### config.mk
export PLATFORM = sky130hd
export DESIGN_NAME = port_fgh_alt_function_override
export DESIGN_NICKNAME = d
export VERILOG_FILES = /design/src/common/pin_mux_pkg.sv /design/src/hdl/pin_input_sync.sv /design/src/hdl/pin_override_cell.sv /design/src/hdl/port_fgh_alt_function_override.sv
export SDC_FILE = /design/constraint.sdc
export NUM_CORES = 1
export LEC_CHECK = 0
export BUFFER_PORTS_ARGS = -buffer_cell sky130_fd_sc_hd__buf_2
export CAP_MARGIN = 40
export CORE_UTILIZATION = 45
export DETAILED_ROUTE_END_ITERATION = 8
export MAX_ROUTING_LAYER = met4
export PLACE_DENSITY = 0.76
export REMOVE_ABC_BUFFERS = 1
export SYNTH_ARGS = -nofsm -noshare
export SYNTH_HDL_FRONTEND = slang
export SYNTH_SLANG_ARGS = --single-unit
### constraint.sdc
create_clock -name clk_i -period 3.2 [get_ports clk_i]
set_input_delay 0.16 -clock clk_i [delete_from_list [all_inputs] [get_ports clk_i]]
set_output_delay 0.16 -clock clk_i [all_outputs]
set_load 0.02 [all_outputs]
### src/common/pin_mux_pkg.sv
package pin_mux_pkg;

  // ----------------------------------------------------------------
  // apb register map (byte addresses)
  // ----------------------------------------------------------------
  localparam logic [7:0] ctrl_offset = 8'h00;
  localparam logic [7:0] dir_f_offset = 8'h04;
  localparam logic [7:0] out_f_offset = 8'h08;
  localparam logic [7:0] dir_g_offset = 8'h0c;
  localparam logic [7:0] out_g_offset = 8'h10;
  localparam logic [7:0] dir_h_offset = 8'h14;
  localparam logic [7:0] out_h_offset = 8'h18;
  localparam logic [7:0] pin_in_offset = 8'h1c;
  localparam logic [7:0] pad_dir_offset = 8'h20;
  localparam logic [7:0] pad_pu_offset = 8'h24;

  // ----------------------------------------------------------------
  // control register fields
  // ----------------------------------------------------------------
  localparam int ctrl_debug_bit = 0;
  localparam int ctrl_async_bit = 1;
  localparam int ctrl_extclk_bit = 2;
  localparam int ctrl_extmem_bit = 3;
  localparam int ctrl_pud_bit = 4;
  localparam logic [4:0] ctrl_reset = 5'h00;
  localparam logic [7:0] port_reset = 8'h00;

  // ----------------------------------------------------------------
  // pin positions
  // ----------------------------------------------------------------
  localparam int pf_tdi = 7;
  localparam int pf_tdo = 6;
  localparam int pf_tms = 5;
  localparam int pf_tck = 4;
  localparam int pg_t0_compare_b_out = 5;
  localparam int pg_osc_in = 4;
  localparam int pg_osc_out = 3;
  localparam int pg_ale = 2;
  localparam int pg_rd = 1;
  localparam int pg_wr = 0;
  localparam int ph_t4 = 7;
  localparam int ph_t2_compare_b_out = 6;
  localparam int ph_t4_compare_c_out = 5;
  localparam int ph_t4_compare_b_out = 4;

endpackage

### src/hdl/pin_input_sync.sv
`timescale 1ns/1ps
module pin_input_sync #(
  parameter int width = 24
) (
  input wire logic clk_i,
  input wire logic reset_i,
  input wire logic [width-1:0] async_i,
  output logic [width-1:0] sync_o
);
  logic [width-1:0] stage1;
  logic [width-1:0] stage2;
  logic [width-1:0] next_stage1;
  logic [width-1:0] next_stage2;

  always_comb begin
    next_stage1 = async_i;
    next_stage2 = stage1;
  end

  always_ff @(posedge clk_i) begin
    if (reset_i) begin
      stage1 <= '0;
      stage2 <= '0;
    end else begin
      stage1 <= next_stage1;
      stage2 <= next_stage2;
    end
  end

  assign sync_o = stage2;
endmodule

### src/hdl/pin_override_cell.sv
`timescale 1ns/1ps
module pin_override_cell (
  // normal port controls
  input wire logic port_pullup_i,
  input wire logic port_dir_i,
  input wire logic port_value_i,
  input wire logic port_ie_i,
  // override pairs
  input wire logic pullup_override_en_i,
  input wire logic pullup_override_val_i,
  input wire logic direction_override_en_i,
  input wire logic direction_override_val_i,
  input wire logic portvalue_override_en_i,
  input wire logic portvalue_override_val_i,
  input wire logic input_enable_override_en_i,
  input wire logic input_enable_override_val_i,
  // pad controls
  output logic pullup_o,
  output logic dir_o,
  output logic value_o,
  output logic ie_o
);
  // pure mux, no state
  assign pullup_o = pullup_override_en_i ? pullup_override_val_i : port_pullup_i;
  assign dir_o = direction_override_en_i ? direction_override_val_i : port_dir_i;
  assign value_o = portvalue_override_en_i ? portvalue_override_val_i : port_value_i;
  assign ie_o = input_enable_override_en_i ? input_enable_override_val_i : port_ie_i;
endmodule

### src/hdl/port_fgh_alt_function_override.sv
// Behaviour
// - debug enable takes pull-up, direction, input enable of upper port f pins.
// - debug data out drives only in shift-ir or shift-dr, else tri-stated.
// - debug on: pull-ups on except data out, inputs except data out in shift, input buffers off.
// - lower port f pins have no overrides; analog inputs taken from pin.
// - timer0 compare b replaces pg5 value; direction bit still rules.
// - async select frees pg4: pull-up off, input, input enable from ext clock.
// - pg3 overrides gated by async select and ext clock select together.
// - external memory forces pg2..pg0 outputs, no pull-up, driving strobes.
// - latch strobe captures low address; read and write strobes control access.
// - ph7 digital input feeds timer4 count source, no other override.
// - ph6..ph4 carry t2 compare b, t4 compare c, t4 compare b when enabled.
// - debug pull-ups stay on during reset while debug enable active.
`timescale 1ns/1ps
module port_fgh_alt_function_override
  import pin_mux_pkg::*;
(
  // clock and reset
  input wire logic clk_i,
  input wire logic reset_i,
  // apb slave
  input wire logic psel_i,
  input wire logic penable_i,
  input wire logic pwrite_i,
  input wire logic [7:0] paddr_i,
  input wire logic [31:0] pwdata_i,
  output logic [31:0] prdata_o,
  output logic pready_o,
  output logic pslverr_o,
  // debug tap state
  input wire logic tap_shift_ir_i,
  input wire logic tap_shift_dr_i,
  input wire logic tap_tdo_i,
  // timer compare outputs and enables
  input wire logic t0_compare_b_en_i,
  input wire logic t0_compare_b_out_i,
  input wire logic t2_compare_b_en_i,
  input wire logic t2_compare_b_out_i,
  input wire logic t4_compare_c_en_i,
  input wire logic t4_compare_c_out_i,
  input wire logic t4_compare_b_en_i,
  input wire logic t4_compare_b_out_i,
  // external memory strobes
  input wire logic ext_ale_i,
  input wire logic ext_rd_i,
  input wire logic ext_wr_i,
  // pads: input, output, output enable, pull-up, input enable
  input wire logic [7:0] pf_pad_i,
  input wire logic [7:0] pg_pad_i,
  input wire logic [7:0] ph_pad_i,
  output logic [7:0] pf_pad_o,
  output logic [7:0] pf_pad_oe_o,
  output logic [7:0] pf_pullup_o,
  output logic [7:0] pf_ie_o,
  output logic [7:0] pg_pad_o,
  output logic [7:0] pg_pad_oe_o,
  output logic [7:0] pg_pullup_o,
  output logic [7:0] pg_ie_o,
  output logic [7:0] ph_pad_o,
  output logic [7:0] ph_pad_oe_o,
  output logic [7:0] ph_pullup_o,
  output logic [7:0] ph_ie_o,
  // alternate function feeds
  output logic [7:0] analog_in_o,
  output logic [3:0] debug_pins_o,
  output logic timer_osc_in_pin_o,
  output logic t4_count_input_o
);

  // ----------------------------------------------------------------
  // registers
  // ----------------------------------------------------------------
  // known power-on value: reset keeps the debug bit, so it must not start unknown
  logic [4:0] ctrl = ctrl_reset;
  logic [7:0] dir_f, out_f, dir_g, out_g, dir_h, out_h;
  logic [4:0] next_ctrl;
  logic [7:0] next_dir_f, next_out_f, next_dir_g, next_out_g, next_dir_h, next_out_h;
  logic [31:0] prdata;
  logic [31:0] next_prdata;
  logic [23:0] pins_sync;

  logic debug_iface_enable;
  logic timer2_async_select;
  logic ext_clock_input_select;
  logic ext_memory_enable;
  logic pullup_disable;
  assign debug_iface_enable = ctrl[ctrl_debug_bit];
  assign timer2_async_select = ctrl[ctrl_async_bit];
  assign ext_clock_input_select = ctrl[ctrl_extclk_bit];
  assign ext_memory_enable = ctrl[ctrl_extmem_bit];
  assign pullup_disable = ctrl[ctrl_pud_bit];

  function automatic logic sel(input logic [7:0] a, input logic [7:0] o);
    sel = (a == o);
  endfunction

  // ----------------------------------------------------------------
  // apb slave: zero wait, unmapped reads zero with error
  // ----------------------------------------------------------------
  logic wr_access;
  logic rd_access;
  logic mapped;
  assign wr_access = psel_i && penable_i && pwrite_i;
  assign rd_access = psel_i && !penable_i && !pwrite_i;
  assign pready_o = 1'b1;
  assign mapped = paddr_i <= pad_pu_offset && paddr_i[1:0] == 2'b00;
  assign pslverr_o = psel_i && penable_i && !mapped;

  always_comb begin
    next_ctrl = ctrl;
    next_dir_f = dir_f;
    next_out_f = out_f;
    next_dir_g = dir_g;
    next_out_g = out_g;
    next_dir_h = dir_h;
    next_out_h = out_h;
    next_prdata = prdata;
    if (wr_access) begin
      if (sel(paddr_i, ctrl_offset)) next_ctrl = pwdata_i[4:0];
      if (sel(paddr_i, dir_f_offset)) next_dir_f = pwdata_i[7:0];
      if (sel(paddr_i, out_f_offset)) next_out_f = pwdata_i[7:0];
      if (sel(paddr_i, dir_g_offset)) next_dir_g = pwdata_i[7:0];
      if (sel(paddr_i, out_g_offset)) next_out_g = pwdata_i[7:0];
      if (sel(paddr_i, dir_h_offset)) next_dir_h = pwdata_i[7:0];
      if (sel(paddr_i, out_h_offset)) next_out_h = pwdata_i[7:0];
    end
    if (rd_access) begin
      next_prdata = 32'h0000_0000;
      case (paddr_i)
        ctrl_offset: next_prdata = {27'h0, ctrl};
        dir_f_offset: next_prdata = {24'h0, dir_f};
        out_f_offset: next_prdata = {24'h0, out_f};
        dir_g_offset: next_prdata = {24'h0, dir_g};
        out_g_offset: next_prdata = {24'h0, out_g};
        dir_h_offset: next_prdata = {24'h0, dir_h};
        out_h_offset: next_prdata = {24'h0, out_h};
        pin_in_offset: next_prdata = {8'h0, pins_sync};
        pad_dir_offset: next_prdata = {8'h0, ph_pad_oe_o, pg_pad_oe_o, pf_pad_oe_o};
        pad_pu_offset: next_prdata = {8'h0, ph_pullup_o, pg_pullup_o, pf_pullup_o};
        default: next_prdata = 32'h0000_0000;
      endcase
    end
  end

  // debug enable bit survives reset so the debug pull-ups hold through it
  always_ff @(posedge clk_i) begin
    if (reset_i) begin
      ctrl <= ctrl_reset | (ctrl & (5'h01 << ctrl_debug_bit));
      dir_f <= port_reset;
      out_f <= port_reset;
      dir_g <= port_reset;
      out_g <= port_reset;
      dir_h <= port_reset;
      out_h <= port_reset;
      prdata <= 32'h0000_0000;
    end else begin
      ctrl <= next_ctrl;
      dir_f <= next_dir_f;
      out_f <= next_out_f;
      dir_g <= next_dir_g;
      out_g <= next_out_g;
      dir_h <= next_dir_h;
      out_h <= next_out_h;
      prdata <= next_prdata;
    end
  end
  assign prdata_o = prdata;

  // ----------------------------------------------------------------
  // pin input synchronisers
  // ----------------------------------------------------------------
  pin_input_sync #(.width(24)) u_sync (
    .clk_i(clk_i),
    .reset_i(reset_i),
    .async_i({ph_pad_i, pg_pad_i, pf_pad_i}),
    .sync_o(pins_sync)
  );

  // ----------------------------------------------------------------
  // override tables
  // ----------------------------------------------------------------
  logic [23:0] pullup_override_en, pullup_override_val, direction_override_en, direction_override_val, portvalue_override_en, portvalue_override_val, input_enable_override_en, input_enable_override_val;
  logic [23:0] port_pu, port_dir, port_val;
  logic tdo_drive;
  logic async_ext;
  assign tdo_drive = tap_shift_ir_i || tap_shift_dr_i;
  assign async_ext = timer2_async_select && ext_clock_input_select;

  always_comb begin
    pullup_override_en = '0;
    pullup_override_val = '0;
    direction_override_en = '0;
    direction_override_val = '0;
    portvalue_override_en = '0;
    portvalue_override_val = '0;
    input_enable_override_en = '0;
    input_enable_override_val = '0;
    // port f upper nibble, lower nibble left untouched
    pullup_override_en[7:4] = {4{debug_iface_enable}};
    direction_override_en[7:4] = {4{debug_iface_enable}};
    input_enable_override_en[7:4] = {4{debug_iface_enable}};
    pullup_override_val[pf_tdi] = 1'b1;
    pullup_override_val[pf_tms] = 1'b1;
    pullup_override_val[pf_tck] = 1'b1;
    direction_override_val[pf_tdo] = tdo_drive;
    portvalue_override_en[pf_tdo] = debug_iface_enable;
    portvalue_override_val[pf_tdo] = tap_tdo_i;
    // port g
    portvalue_override_en[8 + pg_t0_compare_b_out] = t0_compare_b_en_i;
    portvalue_override_val[8 + pg_t0_compare_b_out] = t0_compare_b_out_i;
    pullup_override_en[8 + pg_osc_in] = timer2_async_select;
    direction_override_en[8 + pg_osc_in] = timer2_async_select;
    input_enable_override_en[8 + pg_osc_in] = timer2_async_select;
    input_enable_override_val[8 + pg_osc_in] = ext_clock_input_select;
    pullup_override_en[8 + pg_osc_out] = async_ext;
    direction_override_en[8 + pg_osc_out] = async_ext;
    input_enable_override_en[8 + pg_osc_out] = async_ext;
    pullup_override_en[10:8] = {3{ext_memory_enable}};
    direction_override_en[10:8] = {3{ext_memory_enable}};
    direction_override_val[10:8] = 3'h7;
    portvalue_override_en[10:8] = {3{ext_memory_enable}};
    portvalue_override_val[8 + pg_ale] = ext_ale_i;
    portvalue_override_val[8 + pg_rd] = ext_rd_i;
    portvalue_override_val[8 + pg_wr] = ext_wr_i;
    // port h upper nibble; ph7 only feeds timer4
    portvalue_override_en[16 + ph_t2_compare_b_out] = t2_compare_b_en_i;
    portvalue_override_val[16 + ph_t2_compare_b_out] = t2_compare_b_out_i;
    portvalue_override_en[16 + ph_t4_compare_c_out] = t4_compare_c_en_i;
    portvalue_override_val[16 + ph_t4_compare_c_out] = t4_compare_c_out_i;
    portvalue_override_en[16 + ph_t4_compare_b_out] = t4_compare_b_en_i;
    portvalue_override_val[16 + ph_t4_compare_b_out] = t4_compare_b_out_i;
  end

  // normal port: pull-up when input and port bit high, unless globally disabled
  assign port_dir = {dir_h, dir_g, dir_f};
  assign port_val = {out_h, out_g, out_f};
  assign port_pu = ~port_dir & port_val & {24{~pullup_disable}};

  logic [23:0] pad_pu, pad_dir, pad_val, pad_ie;
  genvar i;
  generate
    for (i = 0; i < 24; i++) begin : g_cell
      pin_override_cell u_cell (
        .port_pullup_i(port_pu[i]),
        .port_dir_i(port_dir[i]),
        .port_value_i(port_val[i]),
        .port_ie_i(1'b1),
        .pullup_override_en_i(pullup_override_en[i]),
        .pullup_override_val_i(pullup_override_val[i]),
        .direction_override_en_i(direction_override_en[i]),
        .direction_override_val_i(direction_override_val[i]),
        .portvalue_override_en_i(portvalue_override_en[i]),
        .portvalue_override_val_i(portvalue_override_val[i]),
        .input_enable_override_en_i(input_enable_override_en[i]),
        .input_enable_override_val_i(input_enable_override_val[i]),
        .pullup_o(pad_pu[i]),
        .dir_o(pad_dir[i]),
        .value_o(pad_val[i]),
        .ie_o(pad_ie[i])
      );
    end
  endgenerate

  // ----------------------------------------------------------------
  // pad outputs and alternate feeds
  // ----------------------------------------------------------------
  assign {ph_pullup_o, pg_pullup_o, pf_pullup_o} = pad_pu;
  assign {ph_pad_oe_o, pg_pad_oe_o, pf_pad_oe_o} = pad_dir;
  assign {ph_pad_o, pg_pad_o, pf_pad_o} = pad_val;
  assign {ph_ie_o, pg_ie_o, pf_ie_o} = pad_ie;

  // analog path is the raw pin, it never passes the digital buffer
  assign analog_in_o = pf_pad_i;
  // tck, tms, tdo, tdi synchronised for the tap logic elsewhere
  assign debug_pins_o = pins_sync[7:4];
  // oscillator input is analog in nature, so it bypasses the synchroniser
  assign timer_osc_in_pin_o = pg_pad_i[pg_osc_in];
  assign t4_count_input_o = pins_sync[16 + ph_t4] & pad_ie[16 + ph_t4];

  // ----------------------------------------------------------------
  // assertions
  // ----------------------------------------------------------------
  property p_debug_override;
    @(posedge clk_i) debug_iface_enable |-> (pf_pad_oe_o[7] == 1'b0) && (pf_ie_o[7:4] == 4'h0);
  endproperty
  a_debug_override: assert property (p_debug_override) else $error("debug pins not freed");

  property p_tdo_tristate;
    @(posedge clk_i) debug_iface_enable && !tap_shift_ir_i && !tap_shift_dr_i
      |-> !pf_pad_oe_o[pf_tdo];
  endproperty
  a_tdo_tristate: assert property (p_tdo_tristate) else $error("data out driven outside shift");

  property p_debug_pullups;
    @(posedge clk_i) debug_iface_enable |-> pf_pullup_o[7:4] == 4'hb;
  endproperty
  a_debug_pullups: assert property (p_debug_pullups) else $error("debug pull-ups wrong");

  property p_lower_f_plain;
    @(posedge clk_i) disable iff (reset_i) pf_pad_oe_o[3:0] == dir_f[3:0] && pf_ie_o[3:0] == 4'hf;
  endproperty
  a_lower_f_plain: assert property (p_lower_f_plain) else $error("lower port f overridden");

  property p_t0_compare_b_out;
    @(posedge clk_i) t0_compare_b_en_i |-> pg_pad_o[pg_t0_compare_b_out] == t0_compare_b_out_i
      && pg_pad_oe_o[pg_t0_compare_b_out] == dir_g[pg_t0_compare_b_out];
  endproperty
  a_t0_compare_b_out: assert property (p_t0_compare_b_out) else $error("compare b not on pg5");

  property p_osc_in;
    @(posedge clk_i) timer2_async_select |-> !pg_pullup_o[pg_osc_in] && !pg_pad_oe_o[pg_osc_in]
      && pg_ie_o[pg_osc_in] == ext_clock_input_select;
  endproperty
  a_osc_in: assert property (p_osc_in) else $error("pg4 not released");

  property p_osc_out;
    @(posedge clk_i) async_ext |-> !pg_ie_o[pg_osc_out] && !pg_pad_oe_o[pg_osc_out];
  endproperty
  a_osc_out: assert property (p_osc_out) else $error("pg3 not released");

  property p_ext_mem;
    @(posedge clk_i) ext_memory_enable |-> pg_pad_oe_o[2:0] == 3'h7 && pg_pullup_o[2:0] == 3'h0
      && pg_pad_o[2:0] == {ext_ale_i, ext_rd_i, ext_wr_i};
  endproperty
  a_ext_mem: assert property (p_ext_mem) else $error("strobes not driven");

  property p_ph_compare;
    @(posedge clk_i) t2_compare_b_en_i |-> ph_pad_o[ph_t2_compare_b_out] == t2_compare_b_out_i;
  endproperty
  a_ph_compare: assert property (p_ph_compare) else $error("ph6 compare missing");

  property p_debug_hold;
    @(posedge clk_i) debug_iface_enable && reset_i |=> debug_iface_enable;
  endproperty
  a_debug_hold: assert property (p_debug_hold) else $error("debug lost in reset");

  property p_ph7_plain;
    @(posedge clk_i) ph_pad_oe_o[ph_t4] == dir_h[ph_t4] && ph_ie_o[ph_t4];
  endproperty
  a_ph7_plain: assert property (p_ph7_plain) else $error("ph7 overridden");

  property p_t4_compares;
    @(posedge clk_i) t4_compare_c_en_i && t4_compare_b_en_i
      |-> ph_pad_o[ph_t4_compare_c_out] == t4_compare_c_out_i && ph_pad_o[ph_t4_compare_b_out] == t4_compare_b_out_i
      && ph_pad_oe_o[6:4] == dir_h[6:4];
  endproperty
  a_t4_compares: assert property (p_t4_compares) else $error("timer4 compares missing");

endmodule

Word level (Yosys, flattened, before mapping)
Cells that the tools add are included.

Flip-flop bits (word level): 133. Latch bits: 0. Bits in writable memories: 0. ROM bits: 0. Logic and storage cells: 77. Memories kept: 0.

Add/sub/neg operators: 0. Multipliers: 0. Div/mod/pow operators: 0. Order comparisons: 1. Eq/ne operators: 9. Shifts and indexed selects: 0. Mux-type cells: 30. Bitwise logic cells: 5. Reduce and logical (&&, ||, !) cells: 21.

Operators by type and width (count): one-hot mux 24 bit (10 select lines) (1); bitwise AND 24 bit (2); == test 8 x 5 -> 1 bit (second input constant) (4); 2-to-1 mux 1 bit (29); NOT 24 bit (1); == test 8 x 4 -> 1 bit (second input constant) (2); == test 8 x 6 -> 1 bit (second input constant) (2); AND reduction 2 bit (7); == test 8 x 3 -> 1 bit (second input constant) (1); <= comparator 8 x 6 -> 1 bit (second input constant) (1); logical NOT 8 bit (1); logical AND 1 bit (7); logical NOT 1 bit (3); AND reduction 3 bit (1); logical NOT 2 bit (1); NOT 1 bit (2); logical OR 1 bit (1).

Logic depth before layout (Yosys ltp)
Gate-level depths: netlist (run 1).

Depth after elaboration: 5. Gate-level depth with buffers: 8.

Cells and area by module
A second synthesis (run 1) with hierarchy kept.

Cells, all modules: 664. Area, all modules: 7010.5 µm².

Modules (own cells, without submodules): port_fgh_alt_function_override (times used 1, cells an instance 467, area an instance 4264.1 µm², sequential area each 1551.5 µm²); pin_override_cell (times used 24, cells an instance 4, area an instance 60.1 µm², sequential area each 0.0 µm²); pin_input_sync (times used 1, cells an instance 101, area an instance 1305.0 µm², sequential area each 960.9 µm²).

Worst setup path before layout (run 1)
Ideal clock, no wire load.

Path kind: input port to flip-flop. From: input paddr_i[3]. To: register ctrl[0], enable pin. Arrival: 1.361 ns. Data required time: 2.901 ns. Slack: 1.539 ns. Cell stages on the path: 6. Path buffers: 3. Cell sequence: buf_2 nor4_1 buf_2 buf_2 nand2_1 nor2_1.

Longest elaborated chain between the ends: 2.

RTL lines: start: declaration (line port_fgh_alt_function_override.sv:25) `input wire logic [7:0] paddr_i,`; logical NOT 8 bit (line port_fgh_alt_function_override.sv:94) `sel = (a == o);`; AND reduction 3 bit (no source line); end signal: assignment (line port_fgh_alt_function_override.sv:148) `ctrl <= ctrl_reset | (ctrl & (5'h01 << ctrl_debug_bit));`; end signal: assignment (line port_fgh_alt_function_override.sv:157) `ctrl <= next_ctrl;`; end: declaration (line port_fgh_alt_function_override.sv:74) `logic [4:0] ctrl = ctrl_reset;`.

Every way passes these cells. A chain may end at the register's enable or synchronous reset.

Final worst setup path (run 1)
From: register ctrl[4]. To: output pf_pullup_o[7].

Longest elaborated chain between the ends: 3.

RTL lines: NOT 1 bit (line port_fgh_alt_function_override.sv:237) `assign port_pu = ~port_dir & port_val & {24{~pullup_disable}};`; bitwise AND 24 bit (line port_fgh_alt_function_override.sv:237); 2-to-1 mux 1 bit (line pin_override_cell.sv:24) `assign pullup_o = pullup_override_en_i ? pullup_override_val_i : port_pullup_i;`; end: declaration (line port_fgh_alt_function_override.sv:53) `output logic [7:0] pf_pullup_o,`.

Every way passes these cells.

==> flow_metrics.tcl, run 1 <==
set metrics [dict create \
    outcome "finished clean" \
    cts_setup_buffers 0 \
    hold_viol_final 0 \
    finalClockSkew_ns 0.00762 \
    synth-main-ff-cell "dfxtp_1" \
    synth.most_common_cell "dfxtp_1" \
    synth_edf_count 1 \
    ff_latch_area_mm2 0.00251 \
    synthDominantCellAreaShare_pct 38.7 \
    synth_common_cells "dfxtp_1 (124), buf_4 (120), nor2_1 (75)" \
    fp.dieW_um 121 \
    grt.busiest_layer "met2" \
    grt_pass1_wl_um 26400 \
    irDropWorstVdd_v 0.000284 \
    vias 5168 \
    overflow 0 \
    synthSimpleGateAreaFrac_pct 18.8 \
    coreArea_mm2 0.0139 \
    synth_seq_cells 125 \
    synth_top_family_by_area "simple AND/OR/NAND/NOR gates" \
    tightestPinTransition_ns 0.966 \
    htree_levels 4 \
    timing.hold.ws_ns 0.0639 \
    cap_viol_max_count 0 \
    place.detailed.hpwl_um 11900 \
    synthMuxAreaShare_pct 11.6 \
    wl_um 17100 \
    multiInputGateArea_mm2 0.00290 \
    critPathKind "flip-flop to primary output" \
    end_kind "primary output" \
    clock-sinks 125 \
    clk_latency_ns 0.42 \
    clock.fmax_mhz 475 \
    dpl-instance-area_mm2 0.00665 \
    ys_warn_count 0 \
    setup_viol 0 \
    synth.avg_cell_area_um2 9.33 \
    met3_usage_pct 5.78 \
    synth.distinct_cells 57 \
    antenna_left 0 \
    yosysSeqAreaShare_pct 39.1 \
    die_h_um 121 \
    crit_fanout 19 \
    synth-compound-area-share_pct 13.2 \
    final_area_mm2 0.00749 \
    syn2layout_area_growth_pct 16.7 \
    synthArstFlopShare_pct 0 \
    synth_area_mm2 0.00642 \
    maxSlewViolCount 0 \
    use_met2_pct 37.6 \
    tns_ns 0 \
    maxSlewHeadroom_pct 35.4 \
    cp-start-kind "flip-flop" \
    dr.pass1.iters 5 \
    ios 227 \
    final_util_pct 54.0 \
    cts_root_buffer "clkbuf_16" \
    die-area_mm2 0.0148 \
    grt_pass1_vias 4780 \
    gp_congestion 0.971 \
    p_leak_nw 3.35 \
    diodes 0 \
    cts-resized-gates 0 \
    cts_buffer_depth 2 \
    nets 869 \
    syn-instance-count 688 \
    remaining_drc_errors 0 \
    cts_tree "yes" \
    grt_max_degree 54 \
    hold_class "input pin to flip-flop" \
    use_met1_pct 31.7 \
    cts_buffers 17 \
    row_count 43 \
    grt.total_usage_pct 24.6 \
    clk_pin_slew_ns 0.05 \
    drive_gt1_share_pct 31.1 \
    start_util_pct 46.3 \
    synth_top_area_cell "dfxtp_1" \
    synth_area_leaders "dfxtp_1 (39%), buf_4 (14%), mux2i_1 (8.6%)" \
    pwr_density_cell_mw_per_mm2 506 \
    detail_route.wl_per_cell_um 17.5 \
    rsz0062_at_grt "no" \
    crit_arrival_ns 1.94 \
    regToRegSetupSlack_ns 1.17 \
    synth_xor_area_share_pct 0 \
    synthAdderAreaFrac_pct 0 \
    fin_crit_ns 2.10 \
    num-fill-cells 1256 \
    drt-initial-drc-count 481 \
    antenna_found_initial 0 \
    port_buffers 175 \
    critPathRequiredTime_ns 3.04 \
    routed_via_density 5.29 \
    period_share_pct 65.8 \
]
==> critical path, cell delays in order, from the launching register on <==
cell,delay [ns]
dfxtp_1,0.58
buf_4,0.32
o31ai_1,0.38
buf_2,0.25
==> through the flow <==
stage	worst slack (ns)	instances	power, mW
finish	1.10	977	3.79
global route	1.02	977	3.93
CTS	1.09	977	3.80
detailed placement	0.993	923	1.86
global placement	1.03	923	1.85
floorplan	0.611	555	1.72
==> power breakdown <==
part,internal (mW),leakage (nW),total [mW],switching (mW)
sequential,1.59,1.02,1.60,0.00742
combinational,0.0940,2.04,0.252,0.158
clock,1.28,0.296,1.95,0.661
==> path summary, 6_finish.rpt <==
path,cells past startpoint,to,startpoint
worst max-delay path,3,pf_pullup_o[7],ctrl[4]
worst max register to register,6,prdata_o[22],ctrl[4]
worst min-delay path,1,ctrl[0],pwdata_i[0]
worst min register to register,1,u_sync.sync_o[5],u_sync.next_stage2[5]
==> cell type report <==
class | count | area share, %
clock buffers | 25 | 7.03
clock inverters | 5 | 1.04
inverters | 9 | 0.451
multi-input cells | 421 | 38.7
flip-flops and latches | 125 | 33.5
well taps | 180 | 3.01
repair buffers | 212 | 16.2
==> kinds of logic (layout without fill, tap and decap cells) <==
group | after synthesis | count (layout)
and+or+nand+nor | 210 | 210
buffers and inverters | 167 | 251
DFF | 125 | 125
AOI/OAI and AO/OA | 113 | 113
muxes | 71 | 71
other | 2 | 27
==> metal layers <==
metal  wire length, µm  share of wire (%)
met2              7930                 46
met1              7300                 43
met4               377                2.2
met3              1510                8.8
met5                 0                  0
==> timing repair <==
action / CTS / global route
endpoints found under the hold margin: 24 / 0
hold buffers: 24 / 0
endpoints found under the setup margin: 0 / 0
==> cells in the final DEF (no fill, tap or decap), types with 4 or more instances in the layout <==
| master | n |
|---|---|
| buf_4 | 14 |
| clkbuf_8 | 5 |
| nor3b_1 | 21 |
| conb_1 | 27 |
| o21ai_0 | 7 |
| inv_1 | 9 |
| nand3_1 | 6 |
| mux2_2 | 15 |
| o22ai_1 | 4 |
| a22oi_1 | 36 |
| mux2i_1 | 55 |
| nor2_1 | 75 |
| buf_2 | 174 |
| nand2b_1 | 4 |
| nand2_1 | 15 |
| dfxtp_1 | 124 |
| clkbuf_16 | 18 |
| a211oi_1 | 6 |
| a31oi_1 | 4 |
| a21oi_1 | 14 |
| o2bb2ai_1 | 12 |
| nor2b_1 | 55 |
| a22o_1 | 7 |
| dlygate4sd3_1 | 24 |
| nor3_1 | 6 |
==> registers in the layout, summed over array words and instances (netlist names) <==
register	cells
out_f	8
dir_h	8
ctrl	5
dir_f	8
u_sync.next_stage2	24
out_g	8
u_sync.sync_o	24
dir_g	8
out_h	8
prdata_o	24
Power figures use the tool's default switching activity.
==> run 2, diff against run 1 <==
==> constraint.sdc (replaced) <==
create_clock -name clk_i -period 2.1 [get_ports clk_i]
set_input_delay 0.105 -clock clk_i [delete_from_list [all_inputs] [get_ports clk_i]]
set_output_delay 0.105 -clock clk_i [all_outputs]
set_load 0.02 [all_outputs]
==> flow_metrics.tcl, run 2 (synthesis gave the netlist of run 1 again) <==
set metrics [dict create \
    slowest_stage "edfxtp_1" \
    grt_max_degree 50 \
    pwr_density_cell_mw_per_mm2 742 \
    antenna_found_initial 1 \
    die-area_mm2 0.0148 \
    gp_congestion 0.978 \
    slowest_delay_ns 0.61 \
    ios 227 \
    remaining_drc_errors 0 \
    drive_gt1_share_pct 32.2 \
    port_buffers 175 \
    fin_cells 1000 \
    htree_levels 4 \
    timing.hold.ws_ns 0.0227 \
    fin_crit_ns 1.80 \
    wl_um 17400 \
    coreArea_mm2 0.0139 \
    dp_cells 941 \
    cts_hold_buf 26 \
    cts_buffers 17 \
    die_h_um 121 \
    cts_tree "yes" \
    antenna_left 0 \
    nets 889 \
    p_leak_nw 3.43 \
    setup_viol 0 \
    crit_fanout 10 \
    cap_viol_max_count 0 \
    place.detailed.hpwl_um 12400 \
    num-fill-cells 1281 \
    rsz0062_at_grt "no" \
    syn2layout_area_growth_pct 18.7 \
    maxSlewViolCount 0 \
    finalClockSkew_ns 0.00638 \
    tightestPinTransition_ns 0.547 \
    grt_pass1_wl_um 26600 \
    dr.pass1.iters 6 \
    period_share_pct 85.9 \
    row_count 43 \
    mostFrequentLayoutCell "buf_2" \
    outcome "finished clean" \
    grt_pass1_vias 4810 \
    irDropWorstVdd_v 0.000609 \
    p_total_mw 5.65 \
    layout_common_cells "buf_2 (174), dfxtp_1 (124), nor2_1 (75)" \
    critPathKind "flip-flop to primary output" \
    routed_via_density 5.22 \
    fin_ws_ns 0.296 \
    fp.dieW_um 121 \
    clk_pin_slew_ns 0.06 \
    crit_arrival_ns 1.70 \
    drt-initial-drc-count 419 \
    path_cells "inv_1 > o31ai_1 > buf_2" \
    maxSlewHeadroom_pct 63.0 \
    hold_class "input pin to flip-flop" \
    grt.total_usage_pct 25.0 \
    hold_viol_final 0 \
    cts_root_buffer "clkbuf_16" \
    final_util_pct 54.9 \
    detail_route.wl_per_cell_um 17.4 \
    cp-start-kind "flip-flop" \
    preCtsSetupSlack_ns 0.230 \
    start_util_pct 46.3 \
    clock-sinks 125 \
    vias 5221 \
    cts_buffer_depth 2 \
    clock.fmax_mhz 554 \
    cts_setup_buffers 0 \
    overflow 0 \
    clk_latency_ns 0.42 \
    cts-resized-gates 0 \
    end_kind "primary output" \
    critPathRequiredTime_ns 2.00 \
]
[run 2: cell types whose count changed in the layout (fill, tap and decap cells not counted)]
cell | before | now
clkbuf_1 | 2 | 6
diode_2 | 0 | 1
clkbuf_8 | 5 | 2
buf_4 | 14 | 31
dlygate4sd3_1 | 24 | 26
clkinv_2 | 2 | 4
buf_12 | 0 | 1
clkbuf_16 | 18 | 17
[run 2: final cells by class]
type / count / area (µm²) / area share (%)
Antenna cell: 1 / 2.50 / 0.0328
Multi-Input combinational cell: 421 / 2900 / 38.1
Clock buffer: 25 / 475 / 6.24
Tap cell: 180 / 225 / 2.96
Sequential cell: 125 / 2510 / 33.0
Inverter: 9 / 33.8 / 0.443
Clock inverter: 7 / 87.6 / 1.15
Timing Repair Buffer: 232 / 1380 / 18.2
[run 2: through the flow]
stage / instance area (µm²) / setup TNS, ns
after floorplan: 5440 / -7.14
after global placement: 6800 / 0
after detailed placement: 6800 / 0
after CTS: 7620 / 0
after global routing: 7620 / 0
final: 7620 / 0
[run 2: critical path, delay by kind of cell (launching register included)]
| family | cells | cell delay [ns] |
|---|---|---|
| flip-flops | 1 | 0.61 |
| AO/OA/AOI/OAI | 1 | 0.17 |
| buffers and inverters | 2 | 0.50 |
[run 2: power by group]
group          switching, mW  internal [mW]  leakage (nW)
Combinational          0.245          0.157          2.14
Sequential            0.0117           2.42          1.02
Clock                   1.02           1.80         0.275
[run 2: path summary, 6_finish.rpt]
kind                                              from                 to  slack, ns  cells past startpoint
worst max register to register                 ctrl[4]        prdata_o[3]       0.48                      5
worst min register to register  u_sync.next_stage2[18]  u_sync.sync_o[18]       0.43                      1
worst min-delay path                       pwdata_i[7]           out_f[7]       0.02                      3
worst max-delay path                           ctrl[0]     pf_pullup_o[4]       0.30                      3
[run 2: metal layers]
layer / vias to the layer above / part of all wire [%] / GRT usage, %
li1: 2500 / - / -
met1: 2427 / 43 / 31.3
met2: 271 / 46 / 38.1
met3: 23 / 8.8 / 6.63
met4: 0 / 1.6 / 10.3
met5: - / 0 / -
